## src/dffd_pkg.sv

```systemverilog
// Shared constants and types of the display frame fetch DMA
package dffd_pkg;

    ////////////////////////////////////////////////////////////////////////
    // Structure
    localparam int FIFO_DEPTH  = 5;
    localparam int FIFO_WIDTH  = 32;
    localparam int CHANNELS    = 2;
    localparam int BURST_WORDS = 4;

    ////////////////////////////////////////////////////////////////////////
    // Register byte offsets
    localparam logic [7:0] REG_CTRL   = 8'h00;
    localparam logic [7:0] REG_BASE0  = 8'h04;
    localparam logic [7:0] REG_BASE1  = 8'h08;
    localparam logic [7:0] REG_LEN    = 8'h0c;
    localparam logic [7:0] REG_STATUS = 8'h10;

    // Control and status bit positions
    localparam int CTRL_ENABLE_BIT = 0;
    localparam int CTRL_DUAL_BIT   = 1;
    localparam int CTRL_ENDIAN_BIT = 2;
    localparam int STAT_UNDER_BIT  = 0;

    // Values after reset
    localparam logic [2:0]  CTRL_RESET = 3'h0;
    localparam logic [31:0] BASE_RESET = 32'h0000_0000;
    localparam logic [23:0] LEN_RESET  = 24'h00_0000;

    ////////////////////////////////////////////////////////////////////////
    // Palette entry layout and sizes
    localparam int PSZ_HI = 13;
    localparam int PSZ_LO = 12;
    localparam logic [1:0] PSZ_4BIT  = 2'b00;
    localparam logic [1:0] PSZ_8BIT  = 2'b01;
    localparam logic [1:0] PSZ_16BIT = 2'b10;
    localparam logic [8:0] PAL_LAST_SMALL = 9'h00f;
    localparam logic [8:0] PAL_LAST_FULL  = 9'h0ff;
    localparam logic [23:0] PAL_WORDS_SMALL = 24'h00_0008;
    localparam logic [23:0] PAL_WORDS_FULL  = 24'h00_0080;
    localparam logic [31:0] BURST_BYTES = 32'h0000_0010;

    // Fetch engine states
    typedef enum logic [1:0] {DMA_IDLE, DMA_REQ, DMA_DATA} dffd_dma_state_t;

endpackage : dffd_pkg

```

## src/dffd_top.sv

```systemverilog
// Display frame fetch DMA: two fetch channels, FIFOs, palette and unpack
//
// Function
// - Fetched data buffered in a five by 32-bit FIFO per channel.
// - Two channels; second one works only in dual-panel mode.
// - No service request until the block is enabled.
// - Every service is a burst of four 32-bit words.
// - Bottom word split into 4, 8 or 16-bit pixel codes by size.
// - Removing bottom entry shifts remaining entries down one place.
// - Request service when four of five entries are empty.
// - FIFO running dry sets underrun status and interrupt request.
// - Frame buffer starts with 32 or 512 byte palette, then pixels.
// - 8-bit mode loads 256 entries, other modes load 16.
// - Each frame loads the palette first, then pixel data.
// - Palette entries are half-words, two per 32-bit word.
// - Little endian takes low half first, big endian high half.
// - Endian select reorders halves, bytes or nibbles by size, never bits inside an entry.
// - Pixel size taken from bits 13:12 of entry 0 only.
// - Entries 16 to 255 absent outside 8-bit mode, not fetched.
// - Fetch master claims top system bus priority.
// - Size 00 4-bit, 01 8-bit, 10 12/16-bit bypass, 11 reserved.
// - Overshoot burst data flushed from FIFOs at each frame pulse.
`timescale 1ns/1ps
`default_nettype none
module dffd_top #(
    parameter int LEN_W = 24
) (
    // Clock and reset
    input  wire logic                core_clk,
    input  wire logic                rst,
    // Register port
    input  wire logic [7:0]          reg_addr,
    input  wire logic [31:0]         reg_wdata,
    input  wire logic                reg_wr,
    input  wire logic                reg_rd,
    output logic      [31:0]         reg_rdata,
    // Frame timing
    input  wire logic                frame_pulse,
    // High speed system bus master
    output logic                     hs_req,
    output logic      [31:0]         hs_addr,
    output logic                     hs_prio,
    input  wire logic                hs_gnt,
    input  wire logic                hs_rvalid,
    input  wire logic [31:0]         hs_rdata,
    // Palette load
    output logic                     pal_we,
    output logic      [7:0]          pal_addr,
    output logic      [11:0]         pal_data,
    output logic      [1:0]          pixel_size_select,
    // Pixel codes, top and bottom panel
    input  wire logic [1:0]          pix_ready,
    output logic      [1:0]          pix_valid,
    output logic      [15:0]         pix_data_top,
    output logic      [15:0]         pix_data_bot,
    // Status
    output logic                     underrun_irq
);
    import dffd_pkg::*;

    localparam int CW = $clog2(FIFO_DEPTH + 1);

    ////////////////////////////////////////////////////////////////////////
    // Picks element i of a word; big endian counts from the top end
    function automatic logic [15:0] dffd_pick(input logic [31:0] w,
                                              input logic [2:0]  i,
                                              input logic [1:0]  sz,
                                              input logic        big);
        logic [2:0]  pos;
        logic [31:0] sh;
        begin
            pos = big ? (3'd7 - i) : i;
            sh  = w;
            case (sz)
                PSZ_8BIT: begin
                    sh = w >> {(big ? (2'd3 - i[1:0]) : i[1:0]), 3'b000};
                    dffd_pick = {8'h00, sh[7:0]};
                end
                PSZ_16BIT: begin
                    // Halves swap; bits inside a half never move
                    sh = (i[0] ^ big) ? (w >> 16) : w;
                    dffd_pick = sh[15:0];
                end
                default: begin
                    sh = w >> {pos, 2'b00};
                    dffd_pick = {12'h000, sh[3:0]};
                end
            endcase
        end
    endfunction : dffd_pick

    // Last element index within one word for a pixel size
    function automatic logic [2:0] dffd_last(input logic [1:0] sz);
        case (sz)
            PSZ_8BIT:  dffd_last = 3'd3;
            PSZ_16BIT: dffd_last = 3'd1;
            default:   dffd_last = 3'd7; // Reserved code unpacks as 4-bit
        endcase
    endfunction : dffd_last

    ////////////////////////////////////////////////////////////////////////
    // Input FIFOs, one per channel
    logic [CHANNELS-1:0] push;
    logic [CHANNELS-1:0] pop;
    logic [31:0]         bottom [CHANNELS];
    logic [CW-1:0]       cnt    [CHANNELS];
    logic [CHANNELS-1:0] empty;

    for (genvar c = 0; c < CHANNELS; c++) begin : g_fifo
        dffd_fifo #(.WIDTH(FIFO_WIDTH), .DEPTH(FIFO_DEPTH)) u_fifo (
            .core_clk  (core_clk),
            .rst       (rst),
            .flush     (frame_pulse),
            .push      (push[c]),
            .push_data (hs_rdata),
            .pop       (pop[c]),
            .bottom    (bottom[c]),
            .count     (cnt[c]),
            .empty     (empty[c])
        );
    end

    ////////////////////////////////////////////////////////////////////////
    // Register file state
    logic [2:0]       ctrl, next_ctrl;
    logic [31:0]      base [CHANNELS];
    logic [31:0]      next_base [CHANNELS];
    logic [LEN_W-1:0] len, next_len;
    logic             under, next_under;
    logic [31:0]      next_rdata;
    logic             under_set;
    logic             enable, dual, big;

    assign enable = ctrl[CTRL_ENABLE_BIT];
    assign dual   = ctrl[CTRL_DUAL_BIT];
    assign big    = ctrl[CTRL_ENDIAN_BIT];

    // Fetch engine state
    dffd_dma_state_t  state, next_state;
    logic             ch, next_ch, last_ch, next_last_ch;
    logic [31:0]      addr [CHANNELS];
    logic [31:0]      next_addr [CHANNELS];
    logic [LEN_W-1:0] fetched [CHANNELS];
    logic [LEN_W-1:0] next_fetched [CHANNELS];
    logic [LEN_W-1:0] total [CHANNELS];
    logic [1:0]       beats, next_beats;
    logic             stale, next_stale;
    logic             next_hs_req;
    logic [31:0]      next_hs_addr;
    logic [1:0]       want;

    // Palette and unpack state
    logic             pal_phase, next_pal_phase;
    logic             pal_known, next_pal_known;
    logic [8:0]       pal_idx, next_pal_idx;
    logic [8:0]       pal_lim;
    logic [1:0]       psize, next_psize;
    logic             next_pal_we;
    logic [7:0]       next_pal_addr;
    logic [11:0]      next_pal_data;
    logic [31:0]      hold_w [CHANNELS];
    logic [31:0]      next_hold_w [CHANNELS];
    logic [1:0]       hold_v, next_hold_v;
    logic [2:0]       idx [CHANNELS];
    logic [2:0]       next_idx [CHANNELS];
    logic [15:0]      pix_q [CHANNELS];
    logic [15:0]      next_pix_q [CHANNELS];
    logic [1:0]       next_pix_valid;
    logic [15:0]      elem;
    logic [2:0]       lastix;
    logic             step;

    ////////////////////////////////////////////////////////////////////////
    // Register writes, reads and sticky underrun
    always_comb begin
        next_ctrl  = ctrl;
        next_base  = base;
        next_len   = len;
        next_under = under;
        next_rdata = 32'h0000_0000;
        if (reg_wr) begin
            case (reg_addr)
                REG_CTRL:   next_ctrl    = reg_wdata[2:0];
                REG_BASE0:  next_base[0] = reg_wdata;
                REG_BASE1:  next_base[1] = reg_wdata;
                REG_LEN:    next_len     = reg_wdata[LEN_W-1:0];
                REG_STATUS: begin
                    if (reg_wdata[STAT_UNDER_BIT]) begin
                        next_under = 1'b0;
                    end
                end
                default: ;
            endcase
        end
        // A new underrun beats a clear in the same cycle
        if (under_set) begin
            next_under = 1'b1;
        end
        if (reg_rd) begin
            case (reg_addr)
                REG_CTRL:   next_rdata = {29'h0, ctrl};
                REG_BASE0:  next_rdata = base[0];
                REG_BASE1:  next_rdata = base[1];
                REG_LEN:    next_rdata = 32'(len);
                REG_STATUS: next_rdata = {21'h0, cnt[1], cnt[0],
                                          state != DMA_IDLE, psize,
                                          pal_phase, under};
                default:    next_rdata = 32'h0000_0000;
            endcase
        end
    end

    always_ff @(posedge core_clk) begin
        if (rst) begin
            ctrl      <= CTRL_RESET;
            base[0]   <= BASE_RESET;
            base[1]   <= BASE_RESET;
            len       <= LEN_RESET;
            under     <= 1'b0;
            reg_rdata <= 32'h0000_0000;
            underrun_irq <= 1'b0;
        end else begin
            ctrl      <= next_ctrl;
            base      <= next_base;
            len       <= next_len;
            under     <= next_under;
            reg_rdata <= next_rdata;
            underrun_irq <= next_under;
        end
    end

    ////////////////////////////////////////////////////////////////////////
    // Fetch engine: linear reads from each channel base, palette included
    always_comb begin
        next_state   = state;
        next_ch      = ch;
        next_last_ch = last_ch;
        next_addr    = addr;
        next_fetched = fetched;
        next_beats   = beats;
        next_stale   = stale;
        next_hs_req  = hs_req;
        next_hs_addr = hs_addr;
        // Palette words ride ahead of pixels on channel 0 only
        total[0] = len + LEN_W'((pal_known && psize == PSZ_8BIT) ?
                          PAL_WORDS_FULL : PAL_WORDS_SMALL);
        total[1] = len;
        for (int c = 0; c < CHANNELS; c++) begin
            want[c] = enable && (c == 0 || dual) &&
                      cnt[c] <= CW'(FIFO_DEPTH - BURST_WORDS) &&
                      fetched[c] < total[c];
        end
        case (state)
            DMA_IDLE: begin
                if (want != 2'b00 && !frame_pulse) begin
                    // Both waiting: serve the one not served last
                    next_ch = (want == 2'b11) ? !last_ch : want[1];
                    next_last_ch = next_ch;
                    next_hs_req  = 1'b1;
                    next_hs_addr = addr[next_ch];
                    next_state   = DMA_REQ;
                end
            end
            DMA_REQ: begin
                if (hs_gnt) begin
                    next_hs_req      = 1'b0;
                    next_addr[ch]    = addr[ch] + BURST_BYTES;
                    next_fetched[ch] = fetched[ch] + LEN_W'(BURST_WORDS);
                    next_beats       = 2'd0;
                    next_state       = DMA_DATA;
                end
            end
            DMA_DATA: begin
                if (hs_rvalid) begin
                    next_beats = beats + 2'd1;
                    if (beats == 2'(BURST_WORDS - 1)) begin
                        next_state = DMA_IDLE;
                        next_stale = 1'b0;
                    end
                end
            end
            default: next_state = DMA_IDLE;
        endcase
        // Frame pulse restarts both channels; a burst in flight is dropped
        if (frame_pulse) begin
            next_addr    = base;
            next_fetched = '{default: '0};
            next_stale   = (next_state != DMA_IDLE);
        end
        for (int c = 0; c < CHANNELS; c++) begin
            push[c] = hs_rvalid && state == DMA_DATA && !stale && ch == c;
        end
    end

    always_ff @(posedge core_clk) begin
        if (rst) begin
            state   <= DMA_IDLE;
            ch      <= 1'b0;
            last_ch <= 1'b1;
            addr    <= '{default: '0};
            fetched <= '{default: '0};
            beats   <= 2'd0;
            stale   <= 1'b0;
            hs_req  <= 1'b0;
            hs_addr <= 32'h0000_0000;
            hs_prio <= 1'b1;
        end else begin
            state   <= next_state;
            ch      <= next_ch;
            last_ch <= next_last_ch;
            addr    <= next_addr;
            fetched <= next_fetched;
            beats   <= next_beats;
            stale   <= next_stale;
            hs_req  <= next_hs_req;
            hs_addr <= next_hs_addr;
            hs_prio <= 1'b1;
        end
    end

    ////////////////////////////////////////////////////////////////////////
    // Palette load then unpack, per panel
    always_comb begin
        next_pal_phase = pal_phase;
        next_pal_known = pal_known;
        next_pal_idx   = pal_idx;
        next_psize     = psize;
        next_pal_we    = 1'b0;
        next_pal_addr  = pal_addr;
        next_pal_data  = pal_data;
        next_hold_w    = hold_w;
        next_hold_v    = hold_v;
        next_idx       = idx;
        next_pix_q     = pix_q;
        next_pix_valid = 2'b00;
        pop            = 2'b00;
        under_set      = 1'b0;
        elem           = 16'h0000;
        pal_lim        = PAL_LAST_SMALL;
        lastix         = 3'd0;
        step           = 1'b0;
        for (int p = 0; p < CHANNELS; p++) begin
            lastix = (p == 0 && pal_phase) ? 3'd1 : dffd_last(psize);
            step   = hold_v[p] && ((p == 0 && pal_phase) ||
                     (!pal_phase && pix_ready[p]));
            elem   = dffd_pick(hold_w[p], idx[p],
                               pal_phase ? PSZ_16BIT : psize, big);
            if (step && pal_phase) begin
                next_pal_we   = 1'b1;
                next_pal_addr = pal_idx[7:0];
                next_pal_data = elem[11:0];
                if (pal_idx == 9'h000) begin
                    next_psize     = elem[PSZ_HI:PSZ_LO];
                    next_pal_known = 1'b1;
                end
                pal_lim = ((pal_idx == 9'h000 ? elem[PSZ_HI:PSZ_LO] : psize)
                           == PSZ_8BIT) ? PAL_LAST_FULL : PAL_LAST_SMALL;
                next_pal_idx = pal_idx + 9'h001;
                if (pal_idx == pal_lim) begin
                    next_pal_phase = 1'b0;
                end
            end else if (step) begin
                next_pix_q[p]     = elem;
                next_pix_valid[p] = 1'b1;
            end
            if (step) begin
                next_idx[p]    = (idx[p] == lastix) ? 3'd0 : idx[p] + 3'd1;
                next_hold_v[p] = (idx[p] != lastix);
            end
            // Refill from the FIFO bottom as the held word runs out
            if ((!hold_v[p] || (step && idx[p] == lastix)) && !empty[p]) begin
                pop[p]         = 1'b1;
                next_hold_w[p] = bottom[p];
                next_hold_v[p] = 1'b1;
                next_idx[p]    = 3'd0;
            end
            // Only counts once fetching has begun, not during start-up
            if (enable && !pal_phase && (p == 0 || dual) && pix_ready[p] &&
                !hold_v[p] && empty[p] && fetched[p] != '0) begin
                under_set = 1'b1;
            end
        end
        if (frame_pulse) begin
            next_pal_phase = 1'b1;
            next_pal_known = 1'b0;
            next_pal_idx   = 9'h000;
            next_hold_v    = 2'b00;
            next_idx       = '{default: '0};
            pop            = 2'b00;
        end
    end

    always_ff @(posedge core_clk) begin
        if (rst) begin
            pal_phase <= 1'b1;
            pal_known <= 1'b0;
            pal_idx   <= 9'h000;
            psize     <= PSZ_4BIT;
            pal_we    <= 1'b0;
            pal_addr  <= 8'h00;
            pal_data  <= 12'h000;
            hold_w    <= '{default: '0};
            hold_v    <= 2'b00;
            idx       <= '{default: '0};
            pix_q     <= '{default: '0};
            pix_valid <= 2'b00;
        end else begin
            pal_phase <= next_pal_phase;
            pal_known <= next_pal_known;
            pal_idx   <= next_pal_idx;
            psize     <= next_psize;
            pal_we    <= next_pal_we;
            pal_addr  <= next_pal_addr;
            pal_data  <= next_pal_data;
            hold_w    <= next_hold_w;
            hold_v    <= next_hold_v;
            idx       <= next_idx;
            pix_q     <= next_pix_q;
            pix_valid <= next_pix_valid;
        end
    end

    assign pixel_size_select = psize;
    assign pix_data_top      = pix_q[0];
    assign pix_data_bot      = pix_q[1];

endmodule : dffd_top
`default_nettype wire

```

## src/dffd_fifo.sv

```systemverilog
// Shift-down input FIFO, read from the bottom entry
`timescale 1ns/1ps
`default_nettype none
module dffd_fifo #(
    parameter int WIDTH = 32,
    parameter int DEPTH = 5,
    parameter int CW    = $clog2(DEPTH + 1)
) (
    // Clock and reset
    input  wire logic             core_clk,
    input  wire logic             rst,
    // Control
    input  wire logic             flush,
    input  wire logic             push,
    input  wire logic [WIDTH-1:0] push_data,
    input  wire logic             pop,
    // State
    output logic      [WIDTH-1:0] bottom,
    output logic      [CW-1:0]    count,
    output logic                  empty
);

    logic [WIDTH-1:0] mem [DEPTH];
    logic [WIDTH-1:0] next_mem [DEPTH];
    logic [CW-1:0]    next_count;
    logic [CW-1:0]    fill;

    ////////////////////////////////////////////////////////////////////////
    // Pop shifts all entries down; push lands on top of what is left
    always_comb begin
        fill = count;
        for (int i = 0; i < DEPTH; i++) begin
            next_mem[i] = mem[i];
        end
        if (pop && count != '0) begin
            for (int i = 0; i < DEPTH - 1; i++) begin
                next_mem[i] = mem[i + 1];
            end
            next_mem[DEPTH-1] = '0;
            fill = count - 1'b1;
        end
        next_count = fill;
        // Writes when full are dropped; the fetch engine never does that
        if (push && fill != CW'(DEPTH)) begin
            next_mem[fill] = push_data;
            next_count = fill + 1'b1;
        end
        if (flush) begin
            next_count = '0;
        end
    end

    // Register stage
    always_ff @(posedge core_clk) begin
        if (rst) begin
            count <= '0;
            for (int i = 0; i < DEPTH; i++) begin
                mem[i] <= '0;
            end
        end else begin
            count <= next_count;
            for (int i = 0; i < DEPTH; i++) begin
                mem[i] <= next_mem[i];
            end
        end
    end

    assign bottom = mem[0];
    assign empty  = (count == '0);

endmodule : dffd_fifo
`default_nettype wire

```

## config.mk

```make
export PLATFORM = sky130hd
export DESIGN_NAME = dffd_top
export DESIGN_NICKNAME = d
export VERILOG_FILES = /design/src/dffd_pkg.sv /design/src/dffd_top.sv /design/src/dffd_fifo.sv
export SDC_FILE = /design/constraint.sdc
export NUM_CORES = 2
export LEC_CHECK = 0
export ABC_AREA = 1
export BUFFER_PORTS_ARGS = -buffer_cell sky130_fd_sc_hd__buf_2
export CAP_MARGIN = 20
export CORE_ASPECT_RATIO = 1.25
export CORE_MARGIN = 2
export CORE_UTILIZATION = 40
export CTS_CLUSTER_SIZE = 14
export DETAILED_ROUTE_END_ITERATION = 10
export SLEW_MARGIN = 20
export SYNTH_ARGS = -nofsm -noshare
export SYNTH_HDL_FRONTEND = slang
export SYNTH_HIERARCHICAL = 1
export SYNTH_SLANG_ARGS = --single-unit
```

## constraint.sdc

```tcl
create_clock -name core_clk -period 4.5 [get_ports core_clk]
set_clock_uncertainty 0.2 [all_clocks]
set_input_delay 0.225 -clock core_clk [delete_from_list [all_inputs] [get_ports core_clk]]
set_output_delay 0.225 -clock core_clk [all_outputs]
set_load 0.005 [all_outputs]
```

======== After elaboration in Yosys (flattened, before gate mapping) ========
Memory sizes are Yosys's and may differ from the RTL's.
Index checks and enable logic that the tools add are counted.
operators by class
  reductions and logical operators ........ 93
  shift-type cells ........................ 4
  multiplexer cells ....................... 114
  $lt $le $gt $ge ......................... 11
  $add $sub $neg .......................... 15
  bitwise operators ....................... 20
  equality and inequality tests ........... 25
operator list
  kind                   number
  $mux 160               4
  $mux 32                19
  $bwmux 160             2
  $demux 32 s3           2
  $mux 64                3
  $pmux 32 s5            1
  $mux 24                4
  $bwmux 64              1
  $pmux 16 s2            2
  $shr 32x5->4           2
  $shr 32x5->8           2
  $bwmux 48              1
  $lt 24x24->1           2
  $reduce_bool 24->1     2
  $mux 8                 5
  $logic_and 1x1->1      38
  $mux 1                 34
  $add 32x5->32 const B  1
  $demux 32 s1           1
  $mux 16                2
  $reduce_bool 2->1      16
  $mux 2                 15
  $mux 3                 9
  $add 24x3->24 const B  1
  45 further kinds       113
word-level totals
  bits in writable memories ............... 320
  output and inout bits ................... 124
  bits in registers ....................... 422
  memories ................................ 2
  input port bits ......................... 81
  logic and storage cells ................. 320
memory list
  name                  depth  bits a word  rd ports  clocked after Yosys merged registers in  write ports  RTL line         RTL
  g_fifo[0].u_fifo.mem  5      32           5         0                                        5            dffd_fifo.sv:23  logic [WIDTH-1:0] mem [DEPTH];
  g_fifo[1].u_fifo.mem  5      32           5         0                                        5            dffd_fifo.sv:23

======== Depth between registers and ports, before layout ========
  depth after elaboration ................. 19
  mapped depth ............................ 28
  depth with buffers taken out ............ 27

======== Cells and area by module ========
Netlist, hierarchy kept.
by module, submodules not included
  module     area each (um^2)  instances  cells an instance  sequential area each (um^2)
  dffd_top   21515.6           1          3097               8328.0
  dffd_fifo  8615.8            2          1477               3263.1

======== Worst setup path after synthesis ========
Ideal clock, no wire load.
  path kind ............................... register to register
  start point ............................. register psize[1] (netlist: pixel_size_select[1])
  end point ............................... register hs_addr[10]
  clock period less this slack ............ 3959 ps
  data required time ...................... 4191 ps
  library setup time ...................... 109 ps
  buffers on the path ..................... 1
  arrival ................................. 3650 ps
  cell stages (with the launch flop) ...... 28
  setup slack ............................. 541 ps
  cells stage by stage .................... dfxtp_1 > inv_1 > ha_1 > nand2_1 > ha_1 > ha_1 > inv_1 > nor2_1 > nand2_1 > a21oi_1 > nand3_1 > nor4_1 > nand2_1 > xor2_1 > ha_1 > nand2_1 > nor2_1 > and2_1 > nand2_1 > nor2_1 > nand2_1 > nand2_1 > nand2_1 > nand2_2 > buf_1 > a21oi_1 > nand2_1 > inv_1
on the way
  word-level cells in the longest chain between the ends .. 12
  elaborated cells on any way between the ends .. 15
  those cells by class .................... add/sub: 1; order compare: 1; eq/ne: 2; mux: 5; bitwise: 1; reduce/logical: 5
RTL lines
  item                                         RTL line         RTL
  start: declaration                           dffd_top.sv:157  logic [1:0] psize, next_psize;
  start signal: assignment                     dffd_top.sv:411  psize <= next_psize;
  $eq 2x1->1 (*)                               dffd_top.sv:245  total[0] = len + LEN_W'((pal_known && psize == PSZ_8BIT) ?
  $logic_and 1x1->1 (*)                        dffd_top.sv:245
  $mux 8 (*)                                   dffd_top.sv:245
  $add 24x8->24 (*)                            dffd_top.sv:245
  $lt 24x24->1 (*)                             dffd_top.sv:251  fetched[c] < total[c];
  $logic_and 1x1->1 (*)                        dffd_top.sv:250  cnt[c] <= CW'(FIFO_DEPTH - BURST_WORDS) &&
  $eq 2x2->1                                   dffd_top.sv:257  next_ch = (want == 2'b11) ? !last_ch : want[1];
  $mux 1                                       dffd_top.sv:257
  $not 1->2 (not written as such)              dffd_top.sv:260  next_hs_addr = addr[next_ch];
  $mux 32 (not written as such) (3 in series)  dffd_top.sv:260
  end signal: assignment                       dffd_top.sv:316  hs_addr <= next_hs_addr;
  end: declaration                             dffd_top.sv:41   output logic [31:0] hs_addr,
Mark *: on every way between the ends. The rest lies on a longest branch, timed or not. The select of a mux whose other input is x is not followed.
A chain may end at the register's enable or synchronous reset.

======== Final worst setup path ========
  start point ............................. register psize[1] (netlist: pixel_size_select[1])
  end point ............................... register hs_addr[4]
The elaborated chain is that of the path after synthesis.

==> reports/metrics.csv <==
metric,value,unit
status,"finished, final reports clean",
ios,205,
setup_tns,0,ps
grt_max_degree,161,
period_share,91.56,%
synth_area,38750,um^2
first_iter_violations,2815,
max_stage_delay,330,ps
viasPerCell,4.927,
core-area,95980,um^2
row_count,127,
cp_data_arrival_time,4460,ps
cts_sinks,742,
worst-path-buf-inv,4,
synthMuxAreaShare,0,%
synth_fp_nets,6197,
hp-start,reg_addr[2],
cap_violations,0,
fmax,242.7,MHz
nNetsFinal,6259,
ctsRootBufferMaster,clkbuf_16,
grt_overflow_total,0,
grt_pass1_wl,190800,um
dieWidth,282.4,um
met3_length,6156,um
numCtsBuffers,81,
yosys.area.top_type,dfxtp_1,
yosys_warnings,6,
mostFrequentLayoutCells,"nand2_1, nor2_1, inv_1, dfxtp_1, o21ai_0",
synth_top_cell_area_share,38.34,%
final_hold_viol_count,0,
drive_above_1_share,8.935,%
dp_hpwl,84730,um
drtAntennaViolNets,0,
ys_seq_area_share,38.34,%
power.leakage,19.95,nW
top_layer,met5,
ys.flop_type,dfxtp_1,
grt_pass1_vias,33731,
synth_compound_area_share,14.25,%
hold_path.class,primary input to flip-flop,
synth_xor_xnor_area_share,1.082,%
slew_viol_final,0,
drt-pass1-iter-count,6,
netlist_instances,6051,
syn_to_final_growth,12.81,%
synth_cell_type_count,61,
crit_top_cell,nand2_1,
maxSlewHeadroom,30.96,%
rrSetupSlack,380,ps
end_kind,flip-flop,
final_util,45.54,%
required,4840,ps
synth_top_family_by_area,simple AND/OR/NAND/NOR gates,
vias,36801,
synthAdderAreaFrac,2.099,%
synth_edf_count,0,
clock_latency,650,ps
die-area,99390,um^2
final_common_cell,nand2_1,
portBuffers,203,
critPathLaunch,pixel_size_select[1],
finalSetupViolCount,0,
cp_top_family,simple AND/OR/NAND/NOR gates,
start_util,40.37,%
max_slew.worst_pin.slew,1036,ps
cts_tree,built,
r2r_start,pixel_size_select[1],
synth_area_leaders,"dfxtp_1, nand2_1, nor2_1",
met2WireLength,57230,um
yosys_register_bits,742,
clkTransAtPathRegs,70,ps
place_congestion,0.9508,
ys_async_sr_fraction,0,%
yosys.area_share.simple,30.41,%
drt_wl_total,122400,um
holdWs,49.61,ps
crit_slowest_cell,dfxtp_1,
drc,0,
cp_max_fo,16,
wl_met1,53410,um
antenna_found_initial,4,
worstSetupPathType,flip-flop to flip-flop,
cts_buffer_depth,3,
die_h,352.0,um
min_period,4120,ps
powerDensity,313.6,nW/um^2
ir_drop,224.2,uV
critPathLaunchType,flip-flop,
cts_htree_levels,3,
wl_per_cell,16.39,um
grt.total_usage,24.16,%
synth.avg_cell_area,6.403,um^2
-- path summary, 6_finish.rpt --
check | depth (start not counted) | end
hold reg to reg | 2 | fetched[1]
hold / removal | 5 | reg_rdata[17]
setup reg to reg | 27 | hs_addr[4]
setup / recovery | 27 | hs_addr[4]
-- per-layer routing --
layer | global-route usage, % | vias to the layer above
met1 | 30.98 | 16740
met4 | 10.84 | 4
met5 | 0 | -
met2 | 40.64 | 1023
met3 | 2.540 | 227
li1 | - | 18807
-- sequential cells by signal (all words and copies together) (netlist names), 3 cells and up --
name,flops
pal_idx,9
reg_rdata,32
pal_addr,8
base,64
fetched,48
pix_data_top,16
hs_addr,32
len,24
g_fifo.u_fifo/count,6
hold_w,64
pix_data_bot,16
g_fifo.u_fifo/mem,320
addr,64
idx,6
ctrl,3
pal_data,12
-- metrics by stage --
stage / cells / total power, mW / instance area, um^2 / worst slack [ps]
after CTS: 7465 / 13.84 / 43580 / 39.09
after floorplan: 6051 / 6.878 / 38750 / 540.6
final: 7469 / 13.71 / 43710 / 380.0
after global placement: 7238 / 7.079 / 40140 / 162.7
after global routing: 7468 / 14.14 / 43710 / -18.40
after detailed placement: 7238 / 7.078 / 40140 / 56.89
-- repair_timing --
action                                 in CTS  in global routing
gates resized for setup                     0                 17
hold buffers                               79                  0
setup buffers                               0                  2
setup endpoints to repair                   0                 36
endpoints found under the hold margin     462                  0
-- cell type report --
class | count | area [um^2]
Multi-Input combinational cell | 4044 | 18640
Clock inverter | 27 | 275.3
Clock buffer | 121 | 2380
Sequential cell | 742 | 14860
Fill cell | 10095 | 52270
Inverter | 881 | 3319
Antenna cell | 1 | 2.502
Timing Repair Buffer | 363 | 2628
Tap cell | 1290 | 1614
-- Yosys cell counts, types with 26 or more instances --
master and instances:
o21ai_0 515, dfxtp_1 742, clkbuf_1 162, xor2_1 35
inv_1 860, nand4_1 38, ha_1 65, a21oi_1 266
nor2_1 956, nand3_1 220, o211ai_1 26, buf_2 116
nand2_1 1605, buf_4 77
-- power by group --
group	switching [mW]	total [mW]	leakage [nW]	internal (mW)
clock	2.87	6.72	1.30	3.85
sequential	0.00394	6.58	5.97	6.57
combinational	0.305	0.412	12.7	0.108
total	3.18	13.7	19.9	10.5
-- cell families after synthesis --
kind of cell             Yosys count
AND/OR/NAND/NOR                 2935
buffers and inverters           1265
AO/OA/AOI/OAI                    996
flip-flops                       742
adder cells (fa/ha/maj)           65
XOR/XNOR                          47
other                              1
-- worst reg2reg max path, stage by stage, from the launching register on --
cell and delay, ps:
dfxtp_1 330, inv_1 60, ha_1 170, nand2_1 90
ha_2 200, ha_1 190, inv_1 60, nor2_2 130
nand2_1 80, a21oi_2 170, nand3_2 130, nor4_4 260
nand2_1 120, xor2_1 160, ha_1 290, nand2_1 70
nor2_1 130, and2_4 180, nand2_1 50, nor2_1 120
nand2_2 110, nand2_1 80, nand2_1 80, nand2_2 160
buf_8 190, a21oi_1 80, nand2_1 110, inv_1 40
Power figures use the tool's default switching activity.
